## src/common/crs_consts.svh

```systemverilog
// Constants of the CMOS reference clock output selector
`ifndef CRS_CONSTS_SVH
`define CRS_CONSTS_SVH

// ****************************************
// Mode field code and divider count step
// ****************************************
`define CRS_MODE_OFF   2'h0
`define CRS_CNT_STEP   2'h1

// ****************************************
// Reset values
// ****************************************
// Pin image: powerdown taken as asserted until the first samples arrive
`define CRS_PINS_RST   6'h01
// State: power-down set, all outputs low and undriven
`define CRS_STATE_RST  12'h010

`endif

```

## src/common/crs_pkg.sv

```systemverilog
// Types of the CMOS reference clock output selector
`default_nettype none

package crs_pkg;

    typedef enum logic [1:0] {
        CRS_FUNC_AUX  = 2'b00,
        CRS_FUNC_REF  = 2'b01,
        CRS_FUNC_DIV2 = 2'b10,
        CRS_FUNC_DIV4 = 2'b11
    } crs_func_t;

    // Asynchronous pin inputs, powerdown in bit 0
    typedef struct packed {
        logic       diff_ref;
        logic       se_ref;
        logic       ref_sel;
        logic [1:0] strap;
        logic       powerdown;
    } crs_pins_t;

    typedef struct packed {
        crs_pins_t s1;
        crs_pins_t s2;
    } crs_sync_t;

    typedef struct packed {
        logic       ref_lvl;
        logic [1:0] cnt;
        crs_func_t  func_c;
        crs_func_t  func_d;
        logic       pd;
        logic       out_c;
        logic       oe_c;
        logic       out_d;
        logic       oe_d;
    } crs_state_t;

endpackage : crs_pkg

`default_nettype wire

```

## src/core/crs_pin_sync.sv

```systemverilog
// Two-stage synchroniser for the pin inputs
`include "crs_consts.svh"
`default_nettype none

module crs_pin_sync (
    input  wire logic              clock,
    input  wire logic              reset_n,
    input  wire crs_pkg::crs_pins_t pins_in,
    output var  crs_pkg::crs_pins_t pins_out
);
    import crs_pkg::*;

    crs_sync_t st_q;
    crs_sync_t st_d;

    // First stage is read only by the second stage
    always_comb begin
        st_d    = st_q;
        st_d.s1 = pins_in;
        st_d.s2 = st_q.s1;
    end

    always_ff @(posedge clock) begin
        if (!reset_n) begin
            st_q <= {crs_pins_t'(`CRS_PINS_RST), crs_pins_t'(`CRS_PINS_RST)};
        end else begin
            st_q <= st_d;
        end
    end

    assign pins_out = st_q.s2;

endmodule : crs_pin_sync

`default_nettype wire

```

## src/core/crs_refclk_out.sv

```systemverilog
// CMOS reference clock and over-range output selector
`include "crs_consts.svh"
`default_nettype none

// Function
// Both CMOS output pins can carry the reference clock when configured as clocks.
// With the straps enabling clocks and power-down low, clocks appear from power-up without any setup.
// Power-down high disables both outputs, so systems needing the clocks keep it low.
// With the override set the straps are ignored and each output uses its own mode field.
// Without override, strap 00 gives over-range or off on both, and any other code gives the plain reference on D.
// Clock functions win over over-range, which is driven only when enabled on quad parts, else the pin is off.
// The D clock functions exist only while the C mode field is above zero.
// Without override, strap 01, 10, 11 give reference, reference/2 and reference/4 on C.
// With override the C field codes 0..3 give over-range/off, reference, /2 and /4.
// With override the D field codes 0..3 give over-range/off, reference, /2 and /4.
// The reference is the differential input when the select pin is low, the single-ended one when high.
// Dividers count reference edges and selection changes never cut a pulse short.
module crs_refclk_out (
    input  wire logic       clock,
    input  wire logic       reset_n,
    input  wire logic       diff_clk_in,
    input  wire logic       single_ended_clk_in,
    input  wire logic       ref_input_select,
    input  wire logic [1:0] clk_out_strap,
    input  wire logic       powerdown_pin,
    input  wire logic       strap_override_en,
    input  wire logic [1:0] out_c_clk_sel,
    input  wire logic [1:0] out_d_clk_sel,
    input  wire logic       overrange_out_en,
    input  wire logic       quad_channel,
    input  wire logic       overrange_c,
    input  wire logic       overrange_d,
    output logic            aux_out_c,
    output logic            aux_out_c_oe,
    output logic            aux_out_d,
    output logic            aux_out_d_oe
);
    import crs_pkg::*;

    // ****************************************
    // Pin synchronisation
    // ****************************************
    crs_pins_t  pins_raw;
    crs_pins_t  pins_s;
    crs_state_t st_q;
    crs_state_t st_d;
    crs_func_t  want_c;
    crs_func_t  want_d;
    logic       ref_mux;
    logic       aux_oe;
    logic       ovr_c_lvl;
    logic       ovr_d_lvl;

    assign pins_raw = '{diff_ref:  diff_clk_in,
                        se_ref:    single_ended_clk_in,
                        ref_sel:   ref_input_select,
                        strap:     clk_out_strap,
                        powerdown: powerdown_pin};

    crs_pin_sync u_sync (
        .clock    (clock),
        .reset_n  (reset_n),
        .pins_in  (pins_raw),
        .pins_out (pins_s)
    );

    // ****************************************
    // Function selection
    // ****************************************
    function automatic logic clk_level(crs_func_t f, logic r, logic [1:0] c);
        logic lvl;
        lvl = 1'b0;
        unique case (f)
            CRS_FUNC_AUX:  lvl = 1'b0;
            CRS_FUNC_REF:  lvl = r;
            CRS_FUNC_DIV2: lvl = c[0];
            CRS_FUNC_DIV4: lvl = c[1];
        endcase
        return lvl;
    endfunction : clk_level

    // Reference seen as a sampled level: it must stay well below half the clock rate
    assign ref_mux = pins_s.ref_sel ? pins_s.se_ref : pins_s.diff_ref;

    // Straps are live, so clocks run from power-up with no setup
    assign want_c = strap_override_en ? crs_func_t'(out_c_clk_sel)
                                      : crs_func_t'(pins_s.strap);

    always_comb begin
        want_d = CRS_FUNC_AUX;
        if (strap_override_en) begin
            if (out_c_clk_sel != `CRS_MODE_OFF) begin
                want_d = crs_func_t'(out_d_clk_sel);
            end
        end else if (pins_s.strap != `CRS_MODE_OFF) begin
            want_d = CRS_FUNC_REF;
        end
    end

    // Over-range only on quad parts and only when enabled
    assign aux_oe    = overrange_out_en & quad_channel;
    assign ovr_c_lvl = aux_oe & overrange_c;
    assign ovr_d_lvl = aux_oe & overrange_d;

    // ****************************************
    // State update
    // ****************************************
    always_comb begin
        st_d         = st_q;
        st_d.ref_lvl = ref_mux;
        st_d.pd      = pins_s.powerdown;
        if (ref_mux && !st_q.ref_lvl) begin
            st_d.cnt = st_q.cnt + `CRS_CNT_STEP;
        end
        // A clock is left only while low and a new clock starts only while low: no runt pulses
        // Over-range is left at once, so a flag stuck high cannot hold off a clock
        if (want_c != st_q.func_c && (st_q.func_c == CRS_FUNC_AUX || !st_q.out_c) &&
            (want_c == CRS_FUNC_AUX || !clk_level(want_c, st_d.ref_lvl, st_d.cnt))) begin
            st_d.func_c = want_c;
        end
        if (want_d != st_q.func_d && (st_q.func_d == CRS_FUNC_AUX || !st_q.out_d) &&
            (want_d == CRS_FUNC_AUX || !clk_level(want_d, st_d.ref_lvl, st_d.cnt))) begin
            st_d.func_d = want_d;
        end
        if (st_d.pd) begin
            st_d.out_c = 1'b0;
            st_d.oe_c  = 1'b0;
            st_d.out_d = 1'b0;
            st_d.oe_d  = 1'b0;
        end else begin
            // Clock functions take priority over over-range
            if (st_d.func_c == CRS_FUNC_AUX) begin
                st_d.oe_c  = aux_oe;
                st_d.out_c = ovr_c_lvl;
            end else begin
                st_d.oe_c  = 1'b1;
                st_d.out_c = clk_level(st_d.func_c, st_d.ref_lvl, st_d.cnt);
            end
            if (st_d.func_d == CRS_FUNC_AUX) begin
                st_d.oe_d  = aux_oe;
                st_d.out_d = ovr_d_lvl;
            end else begin
                st_d.oe_d  = 1'b1;
                st_d.out_d = clk_level(st_d.func_d, st_d.ref_lvl, st_d.cnt);
            end
        end
    end

    always_ff @(posedge clock) begin
        if (!reset_n) begin
            st_q <= crs_state_t'(`CRS_STATE_RST);
        end else begin
            st_q <= st_d;
        end
    end

    assign aux_out_c    = st_q.out_c;
    assign aux_out_c_oe = st_q.oe_c;
    assign aux_out_d    = st_q.out_d;
    assign aux_out_d_oe = st_q.oe_d;
endmodule : crs_refclk_out

`default_nettype wire

```

## config.mk

```make
export PLATFORM = sky130hd
export DESIGN_NAME = crs_refclk_out
export DESIGN_NICKNAME = d
export VERILOG_FILES = /design/src/common/crs_pkg.sv /design/src/core/crs_pin_sync.sv /design/src/core/crs_refclk_out.sv
export VERILOG_INCLUDE_DIRS = /design/src /design/src/common
export SDC_FILE = /design/constraint.sdc
export NUM_CORES = 1
export LEC_CHECK = 0
export ABC_AREA = 1
export BUFFER_PORTS_ARGS = -buffer_cell sky130_fd_sc_hd__buf_4
export CAP_MARGIN = 5
export CORE_MARGIN = 2
export CORE_UTILIZATION = 55
export DETAILED_ROUTE_END_ITERATION = 16
export PLACE_DENSITY = 0.78
export REMOVE_ABC_BUFFERS = 1
export SLEW_MARGIN = 20
export SYNTH_ARGS = -nofsm -noshare
export SYNTH_HDL_FRONTEND = slang
export SYNTH_SLANG_ARGS = --single-unit
```

## constraint.sdc

```tcl
create_clock -name clock -period 5.1 [get_ports clock]
set_clock_uncertainty 0.15 [all_clocks]
set_input_delay 0.765 -clock clock [delete_from_list [all_inputs] [get_ports clock]]
set_output_delay 0.765 -clock clock [all_outputs]
set_load 0.01 [all_outputs]
```

==> results of run 1 <==
==> power by group <==
| part | switching (mW) | internal [mW] |
|---|---|---|
| registers | 0.0101 | 0.193 |
| clock network | 0.0514 | 0.0293 |
| logic | 0.0864 | 0.0551 |
==> placed cells by master, fill, tap and decap left out, drive strengths merged <==
| master | synthesis | layout |
|---|---|---|
| o21bai | 1 | 1 |
| buf | 1 | 20 |
| nand4 | 3 | 3 |
| dfxtp | 23 | 23 |
| nand3 | 21 | 21 |
| nor2 | 20 | 20 |
| nand2 | 67 | 67 |
| o21ai | 12 | 12 |
| clkbuf | 1 | 3 |
| a21oi | 1 | 1 |
| or2 | 2 | 2 |
| inv | 38 | 38 |
| clkinv | 1 | 2 |
==> path summary, 6_finish.rpt <==
check / from / endpoint / slack [ps] / depth (start not counted)
min: u_sync.st_d[4]$_SDFF_PN0_ / u_sync.pins_out[4]$_SDFF_PN0_ / 270 / 2
max reg2reg: u_sync.pins_out[5]$_SDFF_PN0_ / aux_out_c$_SDFF_PP0_ / 3210 / 13
min reg2reg: u_sync.st_d[4]$_SDFF_PN0_ / u_sync.pins_out[4]$_SDFF_PN0_ / 270 / 2
max: out_c_clk_sel[1] / aux_out_d$_SDFF_PP0_ / 3070 / 17
==> routing by layer <==
metal  GRT usage (%)  routed length [µm]
met4           8.974                  41
met2           39.45                1202
met5               0                   0
met1           23.79                1112
met3           3.429                  80
==> cells by family (layout without fill, tap and decap cells) <==
family / count (synthesis) / in the layout / share of synthesized area, %
flip-flops: 23 / 23 / 36.08
AO/OA/AOI/OAI: 14 / 14 / 7.744
AND/OR/NAND/NOR: 113 / 113 / 42.94
buffers and inverters: 41 / 63 / 13.24
==> sequential cells by signal, indices dropped and copies added (netlist names) <==
signal,flops
st_q,7
u_sync.pins_out,6
u_sync.st_d,6
aux_out_c,1
aux_out_c_oe,1
aux_out_d,1
aux_out_d_oe,1
==> stage by stage <==
stage | instance area (µm²) | util (%) | instances | total power [mW] | setup WS, ps
finish | 1474 | 66.63 | 241 | 0.4254 | 3069
global route | 1474 | 66.63 | 241 | 0.4568 | 2886
CTS | 1474 | 66.63 | 241 | 0.4273 | 3068
detailed placement | 1446 | 65.38 | 237 | 0.3486 | 2737
global placement | 1446 | 65.38 | 237 | 0.3404 | 2811
floorplan | 1261 | - | 189 | 0.3119 | 3070
==> worst min-delay path: stages, from the launching register on <==
cell and delay, ps:
dfxtp_1 320, nand2_1 50, inv_1 30
==> cell type report <==
type / instances / area [µm²]
Clock buffer: 3 / 22.52
Timing Repair Buffer: 20 / 150.1
Fill cell: 209 / 738.2
Clock inverter: 1 / 5.005
Inverter: 39 / 153.9
Sequential cell: 23 / 460.4
Tap cell: 28 / 35.03
Multi-Input combinational cell: 127 / 646.9
==> results_dict.tcl, run 1 <==
set metrics [dict create \
    status "finished clean" \
    ys.flop_type "dfxtp_1" \
    clockBufferDepth 2 \
    endpoint_kind "flip-flop" \
    grt_usage_pct 21.28 \
    cts_setup_buffers 0 \
    critPathTopFamily "simple AND/OR/NAND/NOR gates" \
    dieArea_um2 2722 \
    p_leak_nw 0.8185 \
    synth_cell_type_count 23 \
    netlist_area_um2 1276 \
    drc 0 \
    htree_levels 1 \
    worstMarginPinSlew_ps 309.0 \
    rsz0062_at_grt "no" \
    vias_per_cell 4.809 \
    core_um2 2212 \
    fmax_ghz 0.4924 \
    initialDrtViolationCount 7 \
    gp_congestion 0.8442 \
    finalNetCount 231 \
    maxCapViolations 0 \
    max-slew-margin-rel_pct 79.40 \
    port_buffers 20 \
    synth-edff-count 0 \
    wl_mm 2.437 \
    cts_resized 0 \
    grt_pass1_wl_mm 4.312 \
    ant_nets 0 \
    min_period_over_period_pct 39.82 \
    cts.sinks 23 \
    hold_viol_final 0 \
    start_kind "input pin" \
    ys_ff_latch 23 \
    diodes 0 \
    peakVddDrop_v 0.0002401 \
    max_stage_delay_ps 120 \
    fin_tns_setup_ps 0 \
    cts_buffers 3 \
    cts-root-buf "clkbuf_4" \
    drive_above_1_share_pct 31.92 \
    num_vias 1159 \
    path_max_fanout 5 \
    critPathSlowestCell "buf_4" \
    overflow 0 \
    wire_per_inst_um 10.11 \
    powerDensity_nw_per_um2 288.6 \
    ctsHoldBuffers 0 \
    crit_chain "buf_4 -> inv_2 -> nand2_2 -> nand3_2 -> nand2_2 -> nand2_1 -> nand2_1 -> inv_2 -> nand2_2 -> nor2_2 -> nand2_1 -> nand2_2 -> nand2_1 -> nor2_1 -> nor2_1 -> nand2_1 -> inv_1" \
    initial_utilization_pct 57.69 \
    ioPinCount 21 \
    grt_max_degree 14 \
    crit_top_cell "nand2_1" \
    hold_slack_ps 274.1 \
    die_h_um 52.17 \
    rows 17 \
    yosys_warnings 0 \
    worstSkewPairLatency_ps 310 \
    worstPathRequired_ps 5170 \
    path_clk_slew_ps 120 \
    area_delta_synth_final_pct 15.49 \
    asyncSetResetFlopFracSynth_pct 0 \
    yosysSeqAreaShare_pct 36.08 \
    crit_buf_inv 4 \
    arrival_ps 2100 \
    cts_tree "done" \
    finalSetupViolations 0 \
    yosysMostFrequentCell "nand2_1" \
    hold_path.class "flip-flop to flip-flop" \
    grt_pass1_vias 1103 \
    synth_largest_area_cell "dfxtp_1" \
    drt_pass1_iterations 4 \
    synth.area.top_cells "dfxtp_1, nand2_1, nand2_2, inv_1, nand3_1" \
    path_class "input pin to flip-flop" \
    grt_antenna_before_repair 0 \
    synth_common_cells "nand2_1, inv_1, dfxtp_1" \
    fin_crit_ps 2031 \
    syn_area_per_cell_um2 6.682 \
    dp_hpwl_mm 2.033 \
    yosysTopAreaCellShare_pct 36.08 \
    die_width_um 52.17 \
    syn-instance-count 191 \
    maxSlewViolCount 0 \
]
(Power assumes the default switching activity.)
==> run 2, diff against run 1 <==
Settings changed: CORE_UTILIZATION 55 to 49, PLACE_DENSITY 0.78 to 0.74.
Clock period 5.1 ns to 1.78 ns, I/O delays scaled along.
==> run 2 against run 1 <==
Net effect: the run now ends with hold timing, setup timing left; power grew to 3.0 times the previous value; critical path depth is 4 lower; sequential power grew to 2.9 times the previous value; non-clock buffer count is 10 higher; flip-flop and latch count stayed put; sequential share of layout area is 2.8 points lower; clock-buffer cell count is 1 higher; register-to-register slack worse by 3300 ps; largest cell class unchanged.
==> results_dict.tcl, run 2 (same netlist as run 1, synthesis figures left out) <==
set metrics [dict create \
    status "finished, violations left" \
    violations "hold timing, setup timing" \
    rows 18 \
    final_util_pct 66.26 \
    final_common_cell "nand2_1" \
    port_buffers 20 \
    reg2reg_depth 13 \
    drt_pass1_iterations 4 \
    critPathTopFamily "simple AND/OR/NAND/NOR gates" \
    cts-root-buf "clkbuf_4" \
    finalNetCount 241 \
    min_period_over_period_pct 103.6 \
    ioPinCount 21 \
    largest_reg_flops 7 \
    rr_startpoint "u_sync.pins_out[5]$_SDFF_PN0_" \
    drive_above_1_share_pct 37.67 \
    clockBufferDepth 2 \
    fill_cells 231 \
    holdPathEnd "u_sync.st_d[2]$_SDFF_PN0_" \
    rsz0062_at_grt "yes" \
    path_max_fanout 5 \
    num_vias 1204 \
    arrival_ps 1920 \
    min_from "clk_out_strap[1]" \
    worstPathRequired_ps 1860 \
    top_register "st_q" \
    initial_utilization_pct 51.52 \
    dieArea_um2 3029 \
    die_width_um 55.04 \
    crit_chain "inv_2 -> o21ai_4 -> nand2_2 -> nand4_1 -> nand2_2 -> nor2_4 -> nand2_2 -> o21ai_4 -> nand2_2 -> nor2_1 -> nor2_1 -> nand2_1 -> inv_1" \
    layout.cells.non_filler 253 \
    start_kind "flip-flop" \
    setup_slack_ps -64.52 \
    overflow 0 \
    htree_levels 1 \
    rrSetupSlack_ps -60 \
    wire_per_inst_um 10.64 \
    place_inst 244 \
    gp_congestion 0.7736 \
    hold_slack_ps -0.3839 \
    path_clk_slew_ps 120 \
    cts_buffers 3 \
    hold_viol_final 1 \
    cts_tree "done" \
    endpoint_kind "flip-flop" \
    grt_usage_pct 20.02 \
    hold_depth 3 \
    drc 0 \
    grt_max_degree 13 \
    diodes 0 \
    worstMarginPinSlew_ps 210.3 \
    max-slew-margin-rel_pct 85.93 \
    crit_buf_inv 2 \
    fmax_ghz 0.5421 \
    p_leak_nw 0.8879 \
    cts_setup_buffers 0 \
    maxSlewViolCount 0 \
    grt_pass1_wl_mm 4.374 \
    wl_mm 2.692 \
    core_um2 2477 \
    crit_top_cell "nand2_2" \
    max_stage_delay_ps 340 \
    power_mw 1.284 \
    hold_path.class "input pin to flip-flop" \
    finalSetupViolations 2 \
    cts.sinks 23 \
    fin_tns_setup_ps -87.47 \
    reg2reg_to "aux_out_c$_SDFF_PP0_" \
    ant_nets 0 \
    area_delta_synth_final_pct 28.63 \
    layout_common_cells "nand2_1, inv_1, buf_4" \
    grt_antenna_before_repair 0 \
    die_h_um 55.04 \
    worstSkewPairLatency_ps 310 \
    path_class "flip-flop to flip-flop" \
    vias_per_cell 4.759 \
    grt_pass1_vias 1154 \
    dp_hpwl_mm 2.058 \
    maxCapViolations 0 \
    peakVddDrop_v 0.0007479 \
    critPathSlowestCell "dfxtp_2" \
    initialDrtViolationCount 20 \
    powerDensity_nw_per_um2 782.1 \
    fin_crit_ps 1845 \
]
[run 2: area by class of cell]
| cell class | instances | area, µm² | share of cell area (%) |
|---|---|---|---|
| Tap cell | 30 | 37.54 | 2.287 |
| Multi-Input combinational cell | 127 | 719.4 | 43.83 |
| Inverter | 39 | 153.9 | 9.375 |
| Timing Repair Buffer | 30 | 237.7 | 14.48 |
| Clock buffer | 4 | 26.28 | 1.601 |
| Sequential cell | 23 | 466.7 | 28.43 |
[run 2: timing repair]
action                     CTS  global route
hold endpoints to repair     5             0
hold buffers                 5             0
gates cloned                 0             0
gates resized for setup      4            17
pin swaps                    1            13
setup endpoints to repair    2             4
[run 2: worst max-delay path by stage]
stage                                        startpoint              endpoint  slack [ps]  cells after the start
after floorplan           u_sync.pins_out[3]$_SDFF_PN0_  aux_out_c$_SDFF_PP0_         120                     12
after global routing      u_sync.pins_out[2]$_SDFF_PN0_  aux_out_c$_SDFF_PP0_        -200                     12
after global placement                strap_override_en  aux_out_c$_SDFF_PP0_         -20                     17
after CTS                 u_sync.pins_out[5]$_SDFF_PN0_  aux_out_c$_SDFF_PP0_         -30                     13
after detailed placement               out_c_clk_sel[1]  aux_out_d$_SDFF_PP0_         -70                     17
final                     u_sync.pins_out[5]$_SDFF_PN0_  aux_out_c$_SDFF_PP0_         -60                     13
[run 2: where the power goes]
part | total (mW) | internal [mW] | switching, mW
registers | 0.584 | 0.553 | 0.0316
logic | 0.465 | 0.189 | 0.276
clock network | 0.234 | 0.0876 | 0.147
total | 1.28 | 0.830 | 0.454
[run 2: through the flow]
| stage | setup slack (ps) | cell area, µm² |
|---|---|---|
| final | -64.52 | 1642 |
| after CTS | -30.17 | 1577 |
| after detailed placement | -66.91 | 1486 |
| after global routing | -204.4 | 1642 |
| after global placement | -23.13 | 1486 |
| after floorplan | 115.1 | 1261 |
[run 2: tightest hold or removal path, cell delays in order]
cell,delay (ps)
buf_4,80
nand2_1,40
inv_1,50
[run 2: routing by layer]
metal	part of all wire [%]	vias up	GRT usage (%)
li1	-	640	-
met1	43	543	21.39
met2	53	16	38.69
met3	2.5	5	1.613
met4	1.6	0	10.16
met5	0	-	0
